<file path="config.mk">
export PLATFORM = sky130hd
export DESIGN_NAME = memory_reference_steering
export DESIGN_NICKNAME = d
export VERILOG_FILES = /design/src/rtl/steer_pkg.sv /design/src/rtl/memory_reference_steering.sv
export VERILOG_INCLUDE_DIRS = /design/src /design/src/rtl
export SDC_FILE = /design/constraint.sdc
export NUM_CORES = 2
export LEC_CHECK = 0
export BUFFER_PORTS_ARGS = -buffer_cell sky130_fd_sc_hd__buf_2
export CAP_MARGIN = 15
export CORE_AREA = 2 2 757 759
export DETAILED_ROUTE_END_ITERATION = 7
export DIE_AREA = 0 0 759 761
export GPL_TIMING_DRIVEN = 0
export PLACE_DENSITY = 0.35
export SLEW_MARGIN = 20
export SYNTH_ARGS = -nofsm -noshare
export SYNTH_HDL_FRONTEND = slang
export SYNTH_SLANG_ARGS = --single-unit
</file>
<file path="constraint.sdc">
create_clock -name pclk -period 2.1 [get_ports pclk]
set_input_delay 0.21 -clock pclk [delete_from_list [all_inputs] [get_ports pclk]]
set_output_delay 0.21 -clock pclk [all_outputs]
set_load 0.01 [all_outputs]
</file>
<file path="src/rtl/steer_defines.svh">
// Constants for the memory reference steering block
//
// How it works
// RULE_01: Bank bits 1:0 pick group, 3:2 pass on
// RULE_02: Router swaps bank bits 1:0 for return code
// RULE_03: Return code is originating port number within its section
// RULE_04: Router halves serve ports 0-3 and 4-7
// RULE_05: Bank controllers split by port section likewise
// RULE_06: Drive write enable, clock; chip select always on
// RULE_07: Sender splits write data over two packets
// RULE_08: Upper stage fans data to group routers
// RULE_09: Completed write returns valid response with codes
// RULE_10: Read destination code comes from first packet
// RULE_11: Read carries same fields, write flag zero
// RULE_12: Read response carries subsection, bank, destination
// RULE_13: Subsection bits pass through unmodified
// RULE_14: Returned bank bits 5-7 read zero
// RULE_15: Returned bank bits 1:0 rebuilt from group
// RULE_16: Spare bit shifts data around faulty chip
// RULE_17: Lower and upper receivers split fields
// RULE_18: Each half has own write, valid, resume; here only the lower write flag is used and both resumes follow one pend
// RULE_19: Lower returns dest 0-6, upper dest 7-13
// RULE_20: Four reference type bits select the function
// RULE_21: Write sends two packets, read sends one
// RULE_22: Write responses return forced destination codes
`ifndef STEER_DEFINES_SVH
`define STEER_DEFINES_SVH

`define NPORT 8
`define NSECT 2
`define PORTS_PER_SECT 4
`define WORD_W 76
`define STACK_W 77
`define PKT_W 19
`define HALF_DATA_W 38
`define ADDR_W 24
`define HALF_ADDR_W 12
`define DEST_W 14
`define HALF_DEST_W 7
`define POS_W 7

`define RT_ABORT 4'h0
`define RT_READ 4'h1
`define RT_CPU_WR 4'h2
`define RT_SPARE_SET 4'h4
`define RT_SPARE_RD 4'h6
`define RT_IO_BIT 3

`define DEST_CPU_WR 7'h02
`define DEST_SPARE_SET 7'h06

`define APB_CTRL 12'h000
`define APB_STATUS 12'h004
`define CTRL_EN_BIT 0
`define CTRL_POS_LSB 8
`define CTRL_POS_MSB 14
`define CNT_W 16

`endif

</file>
<file path="src/rtl/steer_pkg.sv">
// Types for the memory reference steering block
`include "steer_defines.svh"
package steer_pkg;

	// One half of a processor's port pair, inbound
	typedef struct packed {
		logic valid;
		logic write_ref;
		logic [`PKT_W-1:0] pkt;
		logic [`HALF_ADDR_W-1:0] addr;
		logic [1:0] subs;
		logic [1:0] bank;
		logic [1:0] rtype;
	} half_in_type;

	// One half of a response, outbound
	typedef struct packed {
		logic valid;
		logic [`HALF_DATA_W-1:0] data;
		logic [`HALF_DEST_W-1:0] dest;
		logic [3:0] bank;
		logic [1:0] subs;
	} half_out_type;

	// Assembled reference held in a port receiver
	typedef struct packed {
		logic lo_got;
		logic hi_got;
		logic phase;
		logic pend;
		logic wr;
		logic [`WORD_W-1:0] data;
		logic [`ADDR_W-1:0] addr;
		logic [3:0] subs;
		logic [3:0] bank;
		logic [3:0] rtype;
	} ref_type;

	// Bank controller to memory stack
	typedef struct packed {
		logic cs;
		logic we;
		logic clk;
		logic [3:0] bank;
		logic [`ADDR_W-1:0] addr;
		logic [`STACK_W-1:0] wdata;
	} mem_out_type;

	// Reference waiting one cycle for stack read data
	typedef struct packed {
		logic valid;
		logic [1:0] rp;
		logic [1:0] group;
		logic [1:0] bank_hi;
		logic [3:0] subs;
		logic [3:0] rtype;
		logic [`DEST_W-1:0] dest;
	} stage_type;

	// Whole state of the block
	typedef struct packed {
		ref_type [`NPORT-1:0] port;
		stage_type [`NSECT-1:0] stage;
		half_out_type [`NPORT-1:0] lo_out;
		half_out_type [`NPORT-1:0] hi_out;
		mem_out_type [`NSECT-1:0] mem;
		logic spare_en;
		logic [`POS_W-1:0] spare_pos;
		logic [`CNT_W-1:0] count;
		logic [31:0] prdata;
		logic pslverr;
	} state_type;

endpackage

</file>
<file path="src/rtl/memory_reference_steering.sv">
// Steering of CPU references through receivers, routers and bank controllers
//
// The placing of the registers and the APB interface to the registers are this design's own decisions.
`timescale 1ns/1ps
`include "steer_defines.svh"
module memory_reference_steering (
	// Clock and reset
	input wire logic pclk,
	input wire logic presetn,
	// APB slave
	input wire logic psel,
	input wire logic penable,
	input wire logic pwrite,
	input wire logic [11:0] paddr,
	input wire logic [31:0] pwdata,
	output logic [31:0] prdata,
	output logic pready,
	output logic pslverr,
	// CPU access paths, lower and upper halves
	input wire steer_pkg::half_in_type [`NPORT-1:0] lo_in,
	input wire steer_pkg::half_in_type [`NPORT-1:0] hi_in,
	output logic [`NPORT-1:0] lo_resume,
	output logic [`NPORT-1:0] hi_resume,
	output steer_pkg::half_out_type [`NPORT-1:0] lo_out,
	output steer_pkg::half_out_type [`NPORT-1:0] hi_out,
	// Memory stack, one per section
	output steer_pkg::mem_out_type [`NSECT-1:0] mem_out,
	input wire logic [`NSECT-1:0][`STACK_W-1:0] mem_rdata
);

	steer_pkg::state_type st_r;
	steer_pkg::state_type st_nxt;
	logic [`NSECT-1:0][`WORD_W-1:0] word_in;
	logic [`NSECT-1:0][`STACK_W-1:0] word_out;
	logic [`NSECT-1:0][`WORD_W-1:0] unshift;

	// Spare bit shifting, one slice per bit
	genvar s;
	genvar i;
	generate
		for (s = 0; s < `NSECT; s++) begin : g_sect
			for (i = 0; i < `STACK_W; i++) begin : g_bit
				if (i == 0) begin : g_first
					assign word_out[s][i] = word_in[s][i];
				end else if (i == `STACK_W - 1) begin : g_top
					assign word_out[s][i] = st_r.spare_en ? word_in[s][i-1] : 1'b0; // RULE_16
				end else begin : g_mid
					assign word_out[s][i] = (st_r.spare_en && i > st_r.spare_pos) ?
						word_in[s][i-1] : word_in[s][i]; // RULE_16
				end
				if (i < `WORD_W) begin : g_rd
					assign unshift[s][i] = (st_r.spare_en && i >= st_r.spare_pos) ?
						mem_rdata[s][i+1] : mem_rdata[s][i]; // RULE_16
				end
			end
		end
	endgenerate

	// Grant, data and completion scratch
	logic [`NSECT-1:0] grant_any;
	logic [`NSECT-1:0][1:0] grant_idx;
	logic [`NSECT-1:0] resp_v;

	always_comb begin
		int p;
		int q;
		logic [3:0] rt;
		logic [`WORD_W-1:0] rd;
		logic [`DEST_W-1:0] dst;
		logic [3:0] rbank;
		st_nxt = st_r;
		word_in = '0;
		grant_any = '0;
		grant_idx = '0;
		resp_v = '0;
		p = 0;
		q = 0;
		rt = '0;
		rd = '0;
		dst = '0;
		rbank = '0;

		// Port receivers, halves qualified on their own
		for (p = 0; p < `NPORT; p++) begin
			if (!st_r.port[p].pend) begin
				if (lo_in[p].valid && !st_r.port[p].lo_got) begin // RULE_18
					st_nxt.port[p].lo_got = 1'b1;
					st_nxt.port[p].wr = lo_in[p].write_ref;
					if (!st_r.port[p].phase) begin // RULE_17
						st_nxt.port[p].data[15:0] = lo_in[p].pkt[15:0];
						st_nxt.port[p].data[66:64] = lo_in[p].pkt[18:16];
						st_nxt.port[p].addr[11:0] = lo_in[p].addr;
						st_nxt.port[p].subs[1:0] = lo_in[p].subs; // RULE_13
						st_nxt.port[p].bank[0] = lo_in[p].bank[0];
						st_nxt.port[p].bank[2] = lo_in[p].bank[1];
						st_nxt.port[p].rtype[1:0] = lo_in[p].rtype;
					end else begin // RULE_07
						st_nxt.port[p].data[31:16] = lo_in[p].pkt[15:0];
						st_nxt.port[p].data[69:67] = lo_in[p].pkt[18:16];
					end
				end
				if (hi_in[p].valid && !st_r.port[p].hi_got) begin // RULE_18
					st_nxt.port[p].hi_got = 1'b1;
					if (!st_r.port[p].phase) begin // RULE_17
						st_nxt.port[p].data[47:32] = hi_in[p].pkt[15:0];
						st_nxt.port[p].data[72:70] = hi_in[p].pkt[18:16];
						st_nxt.port[p].addr[23:12] = hi_in[p].addr;
						st_nxt.port[p].subs[3:2] = hi_in[p].subs; // RULE_13
						st_nxt.port[p].bank[1] = hi_in[p].bank[0];
						st_nxt.port[p].bank[3] = hi_in[p].bank[1];
						st_nxt.port[p].rtype[3:2] = hi_in[p].rtype;
					end else begin // RULE_08
						st_nxt.port[p].data[63:48] = hi_in[p].pkt[15:0];
						st_nxt.port[p].data[75:73] = hi_in[p].pkt[18:16];
					end
				end
				if (st_nxt.port[p].lo_got && st_nxt.port[p].hi_got) begin
					st_nxt.port[p].lo_got = 1'b0;
					st_nxt.port[p].hi_got = 1'b0;
					if (!st_r.port[p].phase && st_nxt.port[p].wr) begin
						st_nxt.port[p].phase = 1'b1; // RULE_21
					end else begin
						st_nxt.port[p].phase = 1'b0; // RULE_11
						st_nxt.port[p].pend = 1'b1;
					end
				end
			end
		end

		// Group routers and bank controllers per section
		for (q = 0; q < `NSECT; q++) begin
			for (p = `PORTS_PER_SECT - 1; p >= 0; p--) begin // RULE_04
				if (st_r.port[q * `PORTS_PER_SECT + p].pend) begin
					grant_any[q] = 1'b1;
					grant_idx[q] = p[1:0];
				end
			end
			st_nxt.mem[q].cs = 1'b1; // RULE_06
			st_nxt.mem[q].we = 1'b0;
			st_nxt.mem[q].clk = 1'b0;
			st_nxt.stage[q].valid = 1'b0;
			word_in[q] = st_r.port[q * `PORTS_PER_SECT + 32'(grant_idx[q])].data;
			if (grant_any[q]) begin // RULE_05
				p = q * `PORTS_PER_SECT + 32'(grant_idx[q]);
				rt = st_r.port[p].rtype;
				st_nxt.port[p].pend = 1'b0;
				st_nxt.stage[q].valid = 1'b1;
				st_nxt.stage[q].rp = grant_idx[q]; // RULE_02 RULE_03
				st_nxt.stage[q].group = st_r.port[p].bank[1:0]; // RULE_01
				st_nxt.stage[q].bank_hi = st_r.port[p].bank[3:2]; // RULE_01
				st_nxt.stage[q].subs = st_r.port[p].subs; // RULE_13
				st_nxt.stage[q].rtype = rt;
				st_nxt.stage[q].dest = {st_r.port[p].data[38:32],
					st_r.port[p].data[6:0]}; // RULE_10
				st_nxt.mem[q].bank = {st_r.port[p].bank[1:0], st_r.port[p].bank[3:2]};
				st_nxt.mem[q].addr = st_r.port[p].addr;
				st_nxt.mem[q].wdata = word_out[q]; // RULE_16
				if (rt[`RT_IO_BIT] || rt == `RT_CPU_WR) begin // RULE_20
					st_nxt.mem[q].we = 1'b1; // RULE_06
					st_nxt.mem[q].clk = 1'b1;
				end else if (rt == `RT_READ) begin
					st_nxt.mem[q].clk = 1'b1;
				end else if (rt == `RT_SPARE_SET) begin
					st_nxt.spare_en = 1'b1; // RULE_16
					st_nxt.spare_pos = st_r.port[p].addr[`POS_W-1:0];
				end
			end
		end

		// Responses back to the originating port
		for (p = 0; p < `NPORT; p++) begin
			st_nxt.lo_out[p].valid = 1'b0;
			st_nxt.hi_out[p].valid = 1'b0;
		end
		for (q = 0; q < `NSECT; q++) begin
			if (st_r.stage[q].valid) begin
				resp_v[q] = 1'b1;
				p = q * `PORTS_PER_SECT + 32'(st_r.stage[q].rp); // RULE_03
				rt = st_r.stage[q].rtype;
				rd = '0;
				dst = st_r.stage[q].dest;
				if (rt[`RT_IO_BIT]) begin // RULE_22
					dst = {7'h00, 3'h0, rt[2:0], 1'b1};
				end else if (rt == `RT_CPU_WR) begin // RULE_22 RULE_09
					dst = {7'h00, `DEST_CPU_WR};
				end else if (rt == `RT_SPARE_SET) begin
					dst = {7'h00, `DEST_SPARE_SET};
				end else if (rt == `RT_READ) begin
					rd = unshift[q]; // RULE_16
				end else if (rt == `RT_SPARE_RD) begin
					rd[`POS_W-1:0] = st_r.spare_pos;
					rd[`POS_W] = st_r.spare_en;
				end
				rbank = {st_r.stage[q].bank_hi, st_r.stage[q].group}; // RULE_15
				st_nxt.lo_out[p].valid = 1'b1; // RULE_09
				st_nxt.lo_out[p].data = {rd[69:64], rd[31:0]};
				st_nxt.lo_out[p].dest = dst[6:0]; // RULE_19
				st_nxt.lo_out[p].bank = {1'b0, rbank[2:0]}; // RULE_19 RULE_12
				st_nxt.lo_out[p].subs = st_r.stage[q].subs[1:0]; // RULE_13
				st_nxt.hi_out[p].valid = 1'b1;
				st_nxt.hi_out[p].data = {rd[75:70], rd[63:32]};
				st_nxt.hi_out[p].dest = dst[13:7]; // RULE_19
				st_nxt.hi_out[p].bank = {3'h0, rbank[3]}; // RULE_14
				st_nxt.hi_out[p].subs = st_r.stage[q].subs[3:2]; // RULE_13
			end
		end
		st_nxt.count = st_r.count + `CNT_W'(resp_v[0]) + `CNT_W'(resp_v[1]);

		// APB register access
		if (psel && !penable) begin
			st_nxt.prdata = '0;
			st_nxt.pslverr = 1'b0;
			if (paddr == `APB_CTRL) begin
				st_nxt.prdata[`CTRL_EN_BIT] = st_r.spare_en;
				st_nxt.prdata[`CTRL_POS_MSB:`CTRL_POS_LSB] = st_r.spare_pos;
			end else if (paddr == `APB_STATUS) begin
				st_nxt.prdata[`CNT_W-1:0] = st_r.count;
			end else begin
				st_nxt.pslverr = 1'b1;
			end
		end
		if (psel && penable && pwrite && paddr == `APB_CTRL) begin
			st_nxt.spare_en = pwdata[`CTRL_EN_BIT]; // RULE_16
			st_nxt.spare_pos = pwdata[`CTRL_POS_MSB:`CTRL_POS_LSB];
		end
	end

	always_ff @(posedge pclk or negedge presetn) begin
		if (!presetn) begin
			st_r <= '0;
		end else begin
			st_r <= st_nxt;
		end
	end

	// Outputs
	always_comb begin
		int p;
		p = 0;
		for (p = 0; p < `NPORT; p++) begin
			lo_resume[p] = !st_r.port[p].pend; // RULE_18
			hi_resume[p] = !st_r.port[p].pend;
		end
	end
	assign lo_out = st_r.lo_out;
	assign hi_out = st_r.hi_out;
	assign mem_out = st_r.mem;
	assign prdata = st_r.prdata;
	assign pready = 1'b1;
	assign pslverr = st_r.pslverr;

endmodule

</file>
==> reports/metrics.cfg <==
[routing]
via_per_inst=4.104
route.detailed.drc=0
dr.pass1.iters=6
postRouteAntennaNets=0
wl_per_cell_um=35.31
finalWirelength_mm=702.2
drt_iter0_markers=6474
route.vias.total=81620

[hold_path]
hp-start=hi_in[132]
min_path_type=in -> reg

[power]
peakVddDrop_v=0.001214
p_per_area_nw_per_um2=1924
total_power_mw=284.5
p_leak_nw=68.45

[cts]
numCtsBuffers=276
htree_levels=5
cts_root_buf=clkbuf_16
clock-sinks=2032
clock_path_buffers=4
clk_latency_ns=1.02
clk_pin_slew_worst_paths_ns=0.06
cts_tree=yes

[grt]
grt_pass1_vias=81330
antenna_found_initial=242
grt_usage=0.2314
grt_max_degree=120
grt_pass1_wl_mm=878.5
grt_overflow_total=0

[synthesis]
synth_adder_area_share=0.0003526
synthMuxAreaShare=0.1827
synth_edf_count=0
synthDistinctLibCells=73
synth_compound_area_frac=0.08127
syn_area_um2=92260
ys_ff_latch=2032
ys_async_sr_fraction=1.000
synth_ff_type=dfrtp_1
synthCells=8095
synthXorXnorAreaFrac=0.001709
synth_warnings=0
synth-simple-area-share=0.07265
ys_seq_area_frac=0.5511
avgSynthCellArea_um2=11.40
synth_top_family_by_area=multiplexers

[setup_path]
cp-end-kind=flop
r2r-end=st_r[1152]
cp-start-kind=flop
worstSetupPathType=reg -> reg
cp-startpoint=st_r[1744]
ff2ff_setup_slack_ns=-0.63
critPathCapture=st_r[1152]
reg2regPathDepth=9
path_max_fanout=8
timing.rr.start=st_r[1744]
arrival_ns=3.54
cp.required_ns=2.91

[layout]
multi_input_area_um2=35820
regArea_um2=50870
area_delta_synth_final_pct=60.29
nets=12850
drive_above_1_share=0.4970
fillers=60830

[floorplanning]
die_width_um=759
ios=1925
core_area_um2=570400
fp.dieH_um=761
die_area_um2=577600
initial_core_util=0.1617
core.rowCount=278

[sta]
fin_crit_ns=2.735
setup_violations=1561
rsz0062_at_grt=yes
report.final.slew_viol_count=0
hold_viol_final=0
worst_pin_slew_ns=1.233
setup_slack_ns=-0.6350
slew-limit-headroom=0.1751
fin_crit_sh=1.302
setup-tns-final_ns=-386.24
finClkSkew_ns=0.09000
max_freq_mhz=365.6

[status]
violations=negative setup slack
status=finished, violations left

[placement]
gp_congestion=0.8628
dp_hpwl_mm=560.5
portBuffers=1842

[flow_run]
maxCapViolations=0

[power breakdown]
group | leakage, nW | switching (mW) | internal [mW]
logic | 38.4 | 98.2 | 67.2
registers | 25.5 | 11.9 | 57.5
clock network | 4.54 | 21.3 | 28.6
[routing by layer]
metal  wire (µm)  GRT usage  vias up
met5         595          0        -
met3       47000    0.05471      895
met2      321600     0.3743     3291
met1      304300     0.3029    42650
met4       28650    0.07703       40
li1            -          -    34740
[synthesized netlist by cell type, drive strengths merged, types with 7 or more instances]
master | n | share of area
a211oi | 26 | 0.0021
a21o | 7 | 0.00057
a21oi | 168 | 0.0091
a221oi | 8 | 0.00076
a222oi | 25 | 0.0027
a22o | 11 | 0.0010
a22oi | 92 | 0.0075
a31o | 7 | 0.00066
and2 | 7 | 0.00047
and3 | 9 | 0.00061
buf | 1218 | 0.095
clkbuf | 322 | 0.013
clkinv | 8 | 0.00033
dfrtp | 2032 | 0.55
inv | 32 | 0.0013
mux2 | 1086 | 0.13
mux2i | 271 | 0.029
mux4 | 85 | 0.021
nand2 | 1249 | 0.051
nand2b | 8 | 0.00054
nand3 | 23 | 0.0012
nor2 | 265 | 0.011
nor2b | 27 | 0.0019
nor3 | 19 | 0.0013
nor3b | 9 | 0.00073
nor4 | 7 | 0.00054
o211ai | 7 | 0.00057
o21ai | 937 | 0.051
o22ai | 30 | 0.0020
xnor2 | 16 | 0.0015
[cell usage in the layout (no fill, tap or decap), types with 17 or more instances in the layout]
cell,instances
a211oi_1,24
a21oi_1,145
a21oi_2,17
a222oi_1,25
a22oi_1,71
a22oi_2,21
buf_12,160
buf_16,107
buf_2,1872
buf_4,1437
buf_6,123
buf_8,50
clkbuf_1,160
clkbuf_16,315
clkbuf_2,81
clkbuf_4,36
clkbuf_8,81
clkinv_2,32
conb_1,50
dfrtp_1,2016
diode_2,90
dlygate4sd3_1,1120
inv_1,23
mux2_2,1030
mux2_4,56
mux2i_1,210
mux2i_2,27
mux2i_4,34
mux4_2,85
nand2_1,1111
nand2_2,45
nand2_4,29
nand2_8,64
nand3_1,17
nor2_1,251
o21ai_0,723
o21ai_1,49
o21ai_2,98
o21ai_4,67
o22ai_1,28
[logic make-up (layout without fill, tap and decap cells)]
group,after synthesis,after routing
compound gates,1356,1356
xor+xnor,18,18
fa+ha+maj,2,2
buf+inv,1580,5675
flops,2032,2032
mux,1442,1442
other cells,2,140
simple gates,1663,1663
[metrics by stage]
step,util,hold WS [ns],setup WS (ns),cell area (µm²),cells
floorplan,-,-0.08559,0.009064,92450,8143
global placement,0.1948,0.4431,-52.82,111100,17550
detailed placement,0.2024,0.2285,-3.206,115400,17720
CTS,0.2480,0.0002756,-0.6418,141500,19500
global route,0.2590,0.03102,-0.5991,147800,19840
finish,0.2592,0.07127,-0.6350,147900,19890
[how the worst min path moves through the flow]
stage,to,slack (ns),cells past startpoint
after floorplan,hi_out[0],-0.09,0
final,st_r[1547],0.07,3
after global routing,st_r[1331],0.03,3
after detailed placement,hi_out[75],0.23,1
after global placement,st_r[1764],0.44,2
after CTS,st_r[1486],0.0003,3
[cell type report]
cell class	instances	area share
Tap cell	7560	0.06396
Antenna cell	90	0.001523
Timing Repair Buffer	3630	0.2017
Buffer	1514	0.08260
Clock inverter	78	0.007276
Sequential cell	2032	0.3440
Multi-Input combinational cell	4531	0.2422
Inverter	40	0.001430
Clock buffer	413	0.05528
[repair_timing]
action / 4_1_cts / 5_1_grt
endpoints found under the setup margin: 2558 / 2235
gates cloned: 12 / 22
hold buffers: 1134 / 6
buffers inserted: 158 / 290
gates resized for setup: 917 / 1057
endpoints found under the hold margin: 2072 / 167
pin swaps: 70 / 123
[worst max-delay path, stage by stage, from the launching register on]
cell	delay, ns
dfrtp_1	0.38
buf_12	0.14
clkinvlp_4	0.15
o21ai_4	0.13
buf_6	0.15
clkbuf_16	0.13
buf_8	0.11
mux2_4	0.33
a222oi_1	0.92
a21oi_1	0.16
[state kept, by name, indices dropped and copies added (netlist names)]
signal,count
hi_out,392
mem_out,215
prdata,16
lo_out,400
pslverr,1
st_r,1008
(Power assumes the default switching activity.)
